File: config.mk
export PLATFORM = sky130hd
export DESIGN_NAME = lfb_timing
export DESIGN_NICKNAME = d
export VERILOG_FILES = /design/src/rtl/lfb_prescaler.v /design/src/rtl/lfb_timing.v
export VERILOG_INCLUDE_DIRS = /design/src /design/src/rtl
export SDC_FILE = /design/constraint.sdc
export NUM_CORES = 1
export LEC_CHECK = 0
export ABC_AREA = 1
export BUFFER_PORTS_ARGS = -buffer_cell sky130_fd_sc_hd__buf_2
export CAP_MARGIN = 5
export CORE_MARGIN = 2
export CORE_UTILIZATION = 35
export CTS_CLUSTER_DIAMETER = 120
export DETAILED_ROUTE_END_ITERATION = 8
export HOLD_SLACK_MARGIN = 0.03
export SKIP_CTS_REPAIR_TIMING = 1
export SLEW_MARGIN = 10
export SYNTH_ARGS = -nofsm -noshare
export SYNTH_HDL_FRONTEND = slang
export SYNTH_SLANG_ARGS = --single-unit
File: constraint.sdc
create_clock -name pclk -period 2.35 [get_ports pclk]
set_input_delay 0 -clock pclk [delete_from_list [all_inputs] [get_ports pclk]]
set_output_delay 0 -clock pclk [all_outputs]
set_load 0.1 [all_outputs]
File: src/rtl/lfb_regs.vh
`ifndef LFB_REGS_VH
`define LFB_REGS_VH

// Register indices; byte address on APB is four times the index
`define LFB_IDX_SHIFT_WIDTHS 30'h0a00_0416
`define LFB_IDX_FB_START_LOW 30'h0a00_0418
`define LFB_IDX_FB_START_HIGH 30'h0a00_041a
`define LFB_IDX_FB_END_LOW 30'h0a00_0420
`define LFB_IDX_FB_END_HIGH 30'h0a00_0422
`define LFB_IDX_MARKER_FIRST 30'h0a00_0424
`define LFB_IDX_MARKER_SECOND 30'h0a00_0426
`define LFB_IDX_CORE_CTRL 30'h0a00_0428
`define LFB_IDX_CORE_STATUS 30'h0a00_042a
`define LFB_IDX_FETCH_LOW 30'h0a00_042c
`define LFB_IDX_FETCH_HIGH 30'h0a00_042e

// Field positions
`define LFB_LOW_CYC_MSB 13
`define LFB_LOW_CYC_LSB 8
`define LFB_HIGH_CYC_MSB 5
`define LFB_HIGH_CYC_LSB 0
`define LFB_ADDR_HIGH_MSB 12
`define LFB_MARKER_MSB 7
`define LFB_CTRL_PRESCALE_MSB 1
`define LFB_CTRL_PRESCALE_LSB 0
`define LFB_CTRL_ENABLE_BIT 2

// Prescaler codes
`define LFB_PRESCALE_DIV1 2'b00
`define LFB_PRESCALE_DIV2 2'b01
`define LFB_PRESCALE_DIV4 2'b10
`define LFB_PRESCALE_RSVD 2'b11

// Reset values
`define LFB_RESET_HALF 16'h0000
`define LFB_RESET_CTRL 2'h0

// Fetch word step in bytes
`define LFB_FETCH_STEP 32'h0000_0004

`endif

File: src/rtl/lfb_prescaler.v
`timescale 1ns/1ps
`include "lfb_regs.vh"

module lfb_prescaler
(
   input wire pclk,
   input wire presetn,
   input wire run,
   input wire [1:0] prescale,
   output reg core_tick
);

reg [1:0] div_cnt_reg;
reg [1:0] div_cnt_next;
reg tick_next;

always @*
begin
   div_cnt_next = div_cnt_reg + 2'd1;
   tick_next = 1'b0;
   case (prescale)
      `LFB_PRESCALE_DIV1:
      begin
         tick_next = run;
         div_cnt_next = 2'd0;
      end
      `LFB_PRESCALE_DIV2:
         tick_next = run & div_cnt_reg[0];
      `LFB_PRESCALE_DIV4:
         tick_next = run & (div_cnt_reg == 2'd3);
      default:
      begin
         // Reserved code stops the core rather than guess a rate
         tick_next = 1'b0;
         div_cnt_next = 2'd0;
      end
   endcase
   if (!run)
   begin
      div_cnt_next = 2'd0;
   end
end

always @(posedge pclk or negedge presetn)
begin
   if (!presetn)
   begin
      div_cnt_reg <= 2'd0;
      core_tick <= 1'b0;
   end
   else
   begin
      div_cnt_reg <= div_cnt_next;
      core_tick <= tick_next;
   end
end

endmodule // lfb_prescaler

File: src/rtl/lfb_timing.v
// Added by the designer: the APB register port.
`timescale 1ns/1ps
`include "lfb_regs.vh"

module lfb_timing
#(
   parameter LINE_PIXELS = 320,
   parameter FRAME_LINES = 240,
   parameter XW = 10,
   parameter YW = 10
)
(
   input wire pclk,
   input wire presetn,
   input wire psel,
   input wire penable,
   input wire pwrite,
   input wire [31:0] paddr,
   input wire [31:0] pwdata,
   input wire [3:0] pstrb,
   output reg [31:0] prdata,
   output wire pready,
   output wire pslverr,
   output reg shift_clk,
   output reg frame_marker,
   output reg frame_start,
   output reg fetch_valid,
   output reg [31:0] fetch_addr,
   input wire fetch_ready
);

reg [5:0] shift_low_cycles_reg;
reg [5:0] shift_high_cycles_reg;
reg [15:0] start_low_reg;
reg [12:0] start_high_reg;
reg [15:0] end_low_reg;
reg [12:0] end_high_reg;
reg [7:0] marker_first_edge_x_reg;
reg [7:0] marker_second_edge_x_reg;
reg [1:0] prescale_reg;
reg core_enable_reg;

// Shadow copies used by the running frame
reg [5:0] low_sh_reg;
reg [5:0] high_sh_reg;
reg [31:0] buffer_start_address_reg;
reg [31:0] buffer_end_address_reg;
reg [7:0] first_sh_reg;
reg [7:0] second_sh_reg;

reg [5:0] phase_cnt_reg;
reg [XW-1:0] x_reg;
reg [YW-1:0] y_reg;
reg active_reg;

wire core_tick;
wire setup_phase;
wire access_write;
wire [29:0] word_idx;
wire addr_hit;
wire [5:0] low_len;
wire [5:0] high_len;
wire phase_done;
wire line_done;
wire frame_done;
wire load_shadow;
wire [XW-1:0] edge_first;
wire [XW-1:0] edge_second;
reg [15:0] read_mux;

// Zero width would stall the clock; treat it as one cycle
function [5:0] lfb_len;
   input [5:0] val;
   begin
      lfb_len = (val == 6'd0) ? 6'd1 : val;
   end
endfunction

// Doubled 8-bit edge value widened to pixel counter width
function [XW-1:0] lfb_edge;
   input [7:0] half;
   begin
      lfb_edge = {{(XW-9){1'b0}}, half, 1'b0};
   end
endfunction

// Halfword write with byte lanes
function [15:0] lfb_merge;
   input [15:0] old;
   input [15:0] wd;
   input [1:0] strb;
   begin
      lfb_merge = {strb[1] ? wd[15:8] : old[15:8], strb[0] ? wd[7:0] : old[7:0]};
   end
endfunction

lfb_prescaler u_prescaler
(
   .pclk(pclk),
   .presetn(presetn),
   .run(core_enable_reg),
   .prescale(prescale_reg),
   .core_tick(core_tick)
);

// APB slave: zero wait states, read data captured in setup phase
assign word_idx = paddr[31:2];
assign addr_hit = (word_idx == `LFB_IDX_SHIFT_WIDTHS) ||
                  (word_idx == `LFB_IDX_FB_START_LOW) ||
                  (word_idx == `LFB_IDX_FB_START_HIGH) ||
                  (word_idx == `LFB_IDX_FB_END_LOW) ||
                  (word_idx == `LFB_IDX_FB_END_HIGH) ||
                  (word_idx == `LFB_IDX_MARKER_FIRST) ||
                  (word_idx == `LFB_IDX_MARKER_SECOND) ||
                  (word_idx == `LFB_IDX_CORE_CTRL) ||
                  (word_idx == `LFB_IDX_CORE_STATUS) ||
                  (word_idx == `LFB_IDX_FETCH_LOW) ||
                  (word_idx == `LFB_IDX_FETCH_HIGH);
assign pready = 1'b1;
assign pslverr = psel & penable & ~addr_hit;
assign setup_phase = psel & ~penable;
assign access_write = psel & penable & pwrite & addr_hit;

always @*
begin
   read_mux = 16'h0000;
   case (word_idx)
      `LFB_IDX_SHIFT_WIDTHS:
         read_mux = {2'b00, shift_low_cycles_reg, 2'b00, shift_high_cycles_reg};
      `LFB_IDX_FB_START_LOW:
         read_mux = start_low_reg;
      `LFB_IDX_FB_START_HIGH:
         read_mux = {3'b000, start_high_reg};
      `LFB_IDX_FB_END_LOW:
         read_mux = end_low_reg;
      `LFB_IDX_FB_END_HIGH:
         read_mux = {3'b000, end_high_reg};
      `LFB_IDX_MARKER_FIRST:
         read_mux = {8'h00, marker_first_edge_x_reg};
      `LFB_IDX_MARKER_SECOND:
         read_mux = {8'h00, marker_second_edge_x_reg};
      `LFB_IDX_CORE_CTRL:
         read_mux = {13'h0000, core_enable_reg, prescale_reg};
      `LFB_IDX_CORE_STATUS:
         read_mux = {13'h0000, fetch_valid, frame_marker, active_reg};
      `LFB_IDX_FETCH_LOW:
         read_mux = fetch_addr[15:0];
      `LFB_IDX_FETCH_HIGH:
         read_mux = fetch_addr[31:16];
      default:
         read_mux = 16'h0000;
   endcase
end

always @(posedge pclk or negedge presetn)
begin
   if (!presetn)
   begin
      prdata <= 32'h0000_0000;
   end
   else if (setup_phase)
   begin
      prdata <= {16'h0000, read_mux};
   end
end

// Register writes; all fields reset to zero
always @(posedge pclk or negedge presetn)
begin
   if (!presetn)
   begin
      shift_low_cycles_reg <= 6'd0;
      shift_high_cycles_reg <= 6'd0;
      start_low_reg <= `LFB_RESET_HALF;
      start_high_reg <= 13'h0000;
      end_low_reg <= `LFB_RESET_HALF;
      end_high_reg <= 13'h0000;
      marker_first_edge_x_reg <= 8'h00;
      marker_second_edge_x_reg <= 8'h00;
      prescale_reg <= `LFB_RESET_CTRL;
      core_enable_reg <= 1'b0;
   end
   else if (access_write)
   begin
      case (word_idx)
         `LFB_IDX_SHIFT_WIDTHS:
         begin
            if (pstrb[1])
               shift_low_cycles_reg <= pwdata[`LFB_LOW_CYC_MSB:`LFB_LOW_CYC_LSB];
            if (pstrb[0])
               shift_high_cycles_reg <= pwdata[`LFB_HIGH_CYC_MSB:`LFB_HIGH_CYC_LSB];
         end
         `LFB_IDX_FB_START_LOW:
            start_low_reg <= lfb_merge(start_low_reg, pwdata[15:0], pstrb[1:0]);
         `LFB_IDX_FB_START_HIGH:
            start_high_reg <= {pstrb[1] ? pwdata[12:8] : start_high_reg[12:8],
                               pstrb[0] ? pwdata[7:0] : start_high_reg[7:0]};
         `LFB_IDX_FB_END_LOW:
            end_low_reg <= lfb_merge(end_low_reg, pwdata[15:0], pstrb[1:0]);
         `LFB_IDX_FB_END_HIGH:
         begin
            if (pstrb[1])
               end_high_reg[12:8] <= pwdata[12:8];
            if (pstrb[0])
               end_high_reg[7:0] <= pwdata[7:0];
         end
         `LFB_IDX_MARKER_FIRST:
            if (pstrb[0])
               marker_first_edge_x_reg <= pwdata[`LFB_MARKER_MSB:0];
         `LFB_IDX_MARKER_SECOND:
            if (pstrb[0])
               marker_second_edge_x_reg <= pwdata[`LFB_MARKER_MSB:0];
         `LFB_IDX_CORE_CTRL:
            if (pstrb[0])
            begin
               prescale_reg <= pwdata[`LFB_CTRL_PRESCALE_MSB:`LFB_CTRL_PRESCALE_LSB];
               core_enable_reg <= pwdata[`LFB_CTRL_ENABLE_BIT];
            end
         default:
            core_enable_reg <= core_enable_reg;
      endcase
   end
end

// Shift clock, pixel and line counters, all on core enable pulses
assign low_len = lfb_len(low_sh_reg);
assign high_len = lfb_len(high_sh_reg);
assign phase_done = core_tick & (phase_cnt_reg == ((shift_clk ? high_len : low_len) - 6'd1));
assign line_done = phase_done & shift_clk & (x_reg == LINE_PIXELS[XW-1:0] - 1'b1);
assign frame_done = line_done & (y_reg == FRAME_LINES[YW-1:0] - 1'b1);
// Idle core keeps shadows tracking so enabling starts from fresh values
assign load_shadow = ~active_reg | frame_done;

always @(posedge pclk or negedge presetn)
begin
   if (!presetn)
   begin
      phase_cnt_reg <= 6'd0;
      shift_clk <= 1'b0;
      x_reg <= {XW{1'b0}};
      y_reg <= {YW{1'b0}};
      active_reg <= 1'b0;
      frame_start <= 1'b0;
   end
   else if (!core_enable_reg)
   begin
      phase_cnt_reg <= 6'd0;
      shift_clk <= 1'b0;
      x_reg <= {XW{1'b0}};
      y_reg <= {YW{1'b0}};
      active_reg <= 1'b0;
      frame_start <= 1'b0;
   end
   else
   begin
      frame_start <= (~active_reg & core_tick) | frame_done;
      active_reg <= active_reg | core_tick;
      if (phase_done)
      begin
         phase_cnt_reg <= 6'd0;
         shift_clk <= ~shift_clk;
         if (shift_clk)
         begin
            if (x_reg == LINE_PIXELS[XW-1:0] - 1'b1)
            begin
               x_reg <= {XW{1'b0}};
               y_reg <= (y_reg == FRAME_LINES[YW-1:0] - 1'b1) ? {YW{1'b0}} : y_reg + 1'b1;
            end
            else
            begin
               x_reg <= x_reg + 1'b1;
            end
         end
      end
      else if (core_tick)
      begin
         phase_cnt_reg <= phase_cnt_reg + 6'd1;
      end
   end
end

// Shadow registers for the frame in progress
always @(posedge pclk or negedge presetn)
begin
   if (!presetn)
   begin
      low_sh_reg <= 6'd0;
      high_sh_reg <= 6'd0;
      buffer_start_address_reg <= 32'h0000_0000;
      buffer_end_address_reg <= 32'h0000_0000;
      first_sh_reg <= 8'h00;
      second_sh_reg <= 8'h00;
   end
   else if (load_shadow)
   begin
      low_sh_reg <= shift_low_cycles_reg;
      high_sh_reg <= shift_high_cycles_reg;
      buffer_start_address_reg <= {3'b000, start_high_reg, start_low_reg};
      buffer_end_address_reg <= {3'b000, end_high_reg, end_low_reg};
      first_sh_reg <= marker_first_edge_x_reg;
      second_sh_reg <= marker_second_edge_x_reg;
   end
end

// Frame marker spans the first line between the doubled edges
assign edge_first = lfb_edge(first_sh_reg);
assign edge_second = lfb_edge(second_sh_reg);

always @(posedge pclk or negedge presetn)
begin
   if (!presetn)
   begin
      frame_marker <= 1'b0;
   end
   else
   begin
      frame_marker <= active_reg & (y_reg == {YW{1'b0}}) &
                      (x_reg >= edge_first) & (x_reg < edge_second);
   end
end

// Sequential word fetch; the packed buffer needs only address increments
always @(posedge pclk or negedge presetn)
begin
   if (!presetn)
   begin
      fetch_valid <= 1'b0;
      fetch_addr <= 32'h0000_0000;
   end
   else if (!core_enable_reg)
   begin
      fetch_valid <= 1'b0;
   end
   else if ((~active_reg & core_tick) | frame_done)
   begin
      fetch_valid <= 1'b1;
      // Restart from the start of the buffer on every frame
      fetch_addr <= load_shadow & active_reg ?
                    {3'b000, start_high_reg, start_low_reg} :
                    buffer_start_address_reg;
   end
   else if (fetch_valid & fetch_ready)
   begin
      if (fetch_addr >= buffer_end_address_reg)
      begin
         fetch_valid <= 1'b0;
      end
      else
      begin
         fetch_addr <= fetch_addr + `LFB_FETCH_STEP;
      end
   end
end

endmodule // lfb_timing

# --- Word level (Yosys, flattened, before mapping) ---
# Index checks and enable logic that the tools add are counted.
classes:
  n_addsub: 6
  n_lt_le_gt_ge: 3
  n_eq_ne: 24
  mux: 31
  bitwise_logic: 24
  n_reduce_logical: 33
op_table:
  columns: ["op", "count"]
  rows:
  - ["== test 30 x 28 -> 1 bit (second input constant)", 11]
  - ["one-hot mux 16 bit (11 select lines)", 1]
  - ["two-way mux 32 bit", 3]
  - ["two-way mux 10 bit", 9]
  - ["AND reduction 3 bit", 15]
  - ["two-way mux 6 bit", 6]
  - ["adder 32 x 3 -> 32 bit (second input constant)", 1]
  - ["greater-or-equal comparator 32 x 29 -> 1 bit", 1]
  - ["two-way mux 29 bit", 1]
  - ["adder 10 x 1 -> 10 bit (second input constant)", 2]
  - ["AND 1 bit", 17]
  - ["logical NOT 6 bit", 2]
  - ["== test 10 x 8 -> 1 bit (second input constant)", 1]
  - ["== test 10 x 9 -> 1 bit (second input constant)", 1]
  - ["greater-or-equal comparator 10 x 9 -> 1 bit", 1]
  - ["logical NOT 10 bit", 1]
  - ["logical OR 1 bit", 10]
  - ["< comparator 10 x 9 -> 1 bit", 1]
  - ["inequality test 3 x 1 -> 1 bit (second input constant)", 3]
  - ["two-way mux 1 bit", 8]
  - ["adder 6 x 1 -> 6 bit (second input constant)", 1]
  - ["== test 6 bit", 1]
  - ["subtractor 6 x 1 -> 6 bit (second input constant)", 1]
  - ["== test 2 bit (second input constant)", 2]
  - ["other kinds (12)", 21]
totals:
  register_bits: 257
  inputBits: 74
  out_inout_bits: 70

# --- Depth between registers and ports, before layout ---
logic_depth:
  ltp_word: 13
  mapped_depth: 22

# --- Hierarchy ---
# A second synthesis with hierarchy kept.
hier_totals:
  hier_cells: 1920
  area_unflattened_um2: 14325.0
modules_own_cells:
  columns: ["mod", "n_inst", "cells_each", "area_per_inst_um2", "seq_area_each_um2"]
  rows:
  - ["lfb_timing", 1, 1897, 14131.1, 6356.1]
  - ["lfb_prescaler", 1, 23, 193.9, 75.1]

# --- Worst setup path after synthesis ---
# Ideal clock, no wire load.
synth_timing:
  path_type: "flip-flop to flip-flop"
  start: "register shift_clk"
  end: "register high_sh_reg[0]"
  setup_time_ns: 0.125
  arrival_ns: 3.104
  t_required_ns: 2.225
  slack_ns: -0.878
  path_stages_with_launch: 16
  path_buffers: 3
  period_less_slack_ns: 3.228
  path_cell_list: "dfrtp_1 > buf_4 > inv_2 > nor2_1 > o21ai_1 > nand2_1 > ha_1 > xnor2_1 > nor2_1 > o21ai_0 > nor2_1 > nand4_2 > nand2_1 > buf_4 > buf_4 > mux2_2"
synth_between:
  elab_chain_cells: 8
synth_rtl:
  columns: ["element", "line", "rtl"]
  rows:
  - ["from (decl)", "lfb_timing.v:24", "output reg shift_clk,"]
  - ["from (signal assigned)", "lfb_timing.v:261", "shift_clk <= ~shift_clk;"]
  - ["two-way mux 6 bit", "lfb_timing.v:228", "assign phase_done = core_tick & (phase_cnt_reg == ((shift_clk ? high_len : low_len) - 6'd1));"]
  - ["subtractor 6 x 1 -> 6 bit", "lfb_timing.v:228", null]
  - ["== test 6 bit", "lfb_timing.v:228", null]
  - ["AND 1 bit", "lfb_timing.v:228", null]
  - ["AND 1 bit * (2 in a row)", "lfb_timing.v:229", "assign line_done = phase_done & shift_clk & (x_reg == LINE_PIXELS[XW-1:0] - 1'b1);"]
  - ["AND 1 bit *", "lfb_timing.v:230", "assign frame_done = line_done & (y_reg == FRAME_LINES[YW-1:0] - 1'b1);"]
  - ["OR 1 bit *", "lfb_timing.v:232", "assign load_shadow = ~active_reg | frame_done;"]
  - ["to (signal assigned)", "lfb_timing.v:297", "high_sh_reg <= shift_high_cycles_reg;"]
  - ["to (decl)", "lfb_timing.v:45", "reg [5:0] high_sh_reg;"]
# Every way passes the cells marked *; elsewhere a longest branch is shown, timed or not.
# A chain may end at the register's enable or synchronous reset.

# --- Worst setup path in the final report ---
layout_timing:
  start: "register high_sh_reg[3]"
  end: "register fetch_addr[4]"
layout_between:
  elab_chain_cells: 13
layout_rtl:
  columns: ["element", "line", "rtl"]
  rows:
  - ["logical NOT 6 bit", "lfb_timing.v:75", "lfb_len = (val == 6'd0) ? 6'd1 : val;"]
  - ["two-way mux 6 bit *", "lfb_timing.v:75", null]
  - ["two-way mux 6 bit *", "lfb_timing.v:228", null]
  - ["subtractor 6 x 1 -> 6 bit *", "lfb_timing.v:228", null]
  - ["== test 6 bit *", "lfb_timing.v:228", null]
  - ["AND 1 bit *", "lfb_timing.v:228", null]
  - ["AND 1 bit * (2 in a row)", "lfb_timing.v:229", null]
  - ["AND 1 bit *", "lfb_timing.v:230", null]
  - ["OR 1 bit", "lfb_timing.v:232", null]
  - ["AND 1 bit", "lfb_timing.v:338", "fetch_addr <= load_shadow & active_reg ?"]
  - ["two-way mux 29 bit", "lfb_timing.v:338", null]
  - ["two-way mux 32 bit", "lfb_timing.v:334", "else if ((~active_reg & core_tick) | frame_done)"]
  - ["to (signal assigned)", "lfb_timing.v:338", null]
  - ["to (signal assigned)", "lfb_timing.v:350", "fetch_addr <= fetch_addr + `LFB_FETCH_STEP;"]
  - ["to (decl)", "lfb_timing.v:28", "output reg [31:0] fetch_addr,"]
# Marks and branches as above.

==> metrics.csv <==
metric,value,unit
power_leakage,9.73,nW
syn_inst,1913,
worst_ep_arrival_time,3170,ps
synth_most_common_cell,nand2_1,
routed_wl,50200,µm
drt-wirelength-per-cell,18.2,µm
fillCellCount,3799,
tightest_slew,639,ps
die_area,42300,µm²
via_count,13900,
clock-sinks,257,
placed_cells,2642,
crit_path_max_incr_delay,380,ps
postSynthAreaPerCell,7.44,µm²
grt_pass1_wl,73200,µm
crit_type,reg -> reg,
rows,73,
detail-route-antenna-nets,0,
worst-path-stages,17,
synth_top_cell_area_share,45.2,%
yosysWarnings,0,
hpwl,36000,µm
path_max_fanout,6,
reg2regPathDepth,17,
crit_required,2860,ps
worstSetupStartpoint,high_sh_reg[3],
synthFlopType,dfrtp_1,
max_freq,376,MHz
port_buffers,106,
clockBufferDepth,3,
synth_common_cells,"nand2_1 (740), dfrtp_1 (257), inv_1 (202), nor2_1 (121), o21ai_0 (97)",
vdd_ir_drop_max,0.000541,V
maxCapViolations,0,
antenna_found_initial,1,
firstDrtPassIters,6,
path_buf_inv,3,
multi_input_area,7410,µm²
ys_ff_latch,257,
floorplan.initialDensity,35.6,%
ys_top_cells_by_area,"dfrtp_1 (45%), nand2_1 (20%), inv_1 (5.3%)",
drive_above_1_share,24.6,%
stdcell_count,2759,
synthArstFlopShare,100,%
violations,setup timing,
tritoncts,done,
worst_slack,-313,ps
slew_viol_final,0,
grt_max_degree,78,
gp_congestion,0.964,
endpoint_kind,flip-flop,
fin_crit_sh,113,%
boundaryPins,144,
crit_family,simple AND/OR/NAND/NOR gates,
syn-cell-area,14200,µm²
ctsRootBufferMaster,clkbuf_16,
clk_latency,580,ps
fin_crit,2660,ps
yosysTopAreaCell,dfrtp_1,
power_density,525,nW/µm²
die_w,206,µm
drc,0,
setup_violations,138,
slew_headroom,57.4,%
clk_pin_slew,60,ps
synth-edff-count,0,
die_h,206,µm
fin_tns_setup,-21550,ps
htreeDepth,1,
cts_buffers,30,
synth_cell_type_count,46,
regArea,6440,µm²
finalClockSkew,17.2,ps
nNetsFinal,2341,
worstPathCellList,"inv_2, nand3_2, o21ai_2, nand2_2, ha_4, xnor2_2, nor2_1, o21ai_1, nor2_2, nand4_4, buf_6, nor2_4, clkbuf_16, nor2_1, o21ai_1, nand2_1, nand2_1",
area_growth,35.9,%
place_ws,-432,ps
gr-total-overflow,0,
r2r_start,high_sh_reg[3],
power,10.2,mW
grt_setup_unrepaired,true,
cp-start-kind,flip-flop,
avgViaCountPerCell,5.05,
grt_pass1_vias,12800,
antenna_cells,0,
status,finished with violations,
grt_use_total,22.4,%
drtIter0Drc,1461,
crit_slowest_cell,dfrtp_1,
ys_seq_area_share,45.2,%
hold_viol,0,
hold_path_class,in -> async,
largest_reg_flops,32,
core-area,39900,µm²
## routing by layer
layer  up-vias  part of all wire, %  GRT usage [%]
met4         0                  1.7           4.24
met3        73                  8.4           4.12
met5         -                    0              0
met1      6683                   47           34.4
li1       6654                    -              -
met2       532                   43           32.7
## stage by stage
stage / hold WS (ps) / util [%] / area (µm²)
3_3_place_gp: 27.9 / 41.2 / 16400
4_1_cts: -564 / 44.0 / 17600
6_report: 3.00 / 48.5 / 19300
5_1_grt: 37.9 / 48.5 / 19300
2_1_floorplan: -296 / - / 14400
3_5_place_dp: 39.1 / 41.2 / 16400
## layout make-up
type                    instances  area share (%)
clock buffers                  38            4.40
clock inverters                15            1.44
well taps                     525            3.40
multi-input cells            1388            38.3
inverters                     210            4.26
repair buffers                326            14.9
flip-flops and latches        257            33.3
## cells by family after synthesis
kind of cell | synth area share, %
muxes | 0.0791
adders and majority gates | 4.75
AOI/OAI and AO/OA | 8.98
DFF | 45.2
buffers and inverters | 8.46
xor gates and xnor gates | 2.09
other | 0.0528
and+or+nand+nor | 30.4
## where the power goes
part	total [mW]	internal (mW)	leakage (nW)	switching, mW
Clock	5.36	3.41	0.557	1.95
Sequential	4.43	4.43	3.58	0.0000000000286
Combinational	0.371	0.0785	5.60	0.293
Total	10.2	7.92	9.73	2.24
## path summary, 6_finish.rpt
| path | endpoint | slack (ps) |
|---|---|---|
| setup / recovery | fetch_addr[4] | -310 |
| hold / removal | prdata[14] | 3 |
| setup reg to reg | fetch_addr[4] | -310 |
| hold reg to reg | u_prescaler.div_cnt_reg[0] | 470 |
| max in group asynchronous | fetch_addr[2] | 1530 |
| min in group pclk | end_high_reg[10] | 50 |
## cell usage in the layout, fill, tap and decap left out, drive strengths merged, types with 22 or more instances in the layout
master,n
a21oi,61
buf,290
clkbuf,52
dfrtp,257
dlygate4sd3,22
ha,54
inv,206
nand2,751
nand3,94
nand4,23
nor2,133
nor3,34
o21ai,131
xor2,30
(Power assumes the default switching activity.)
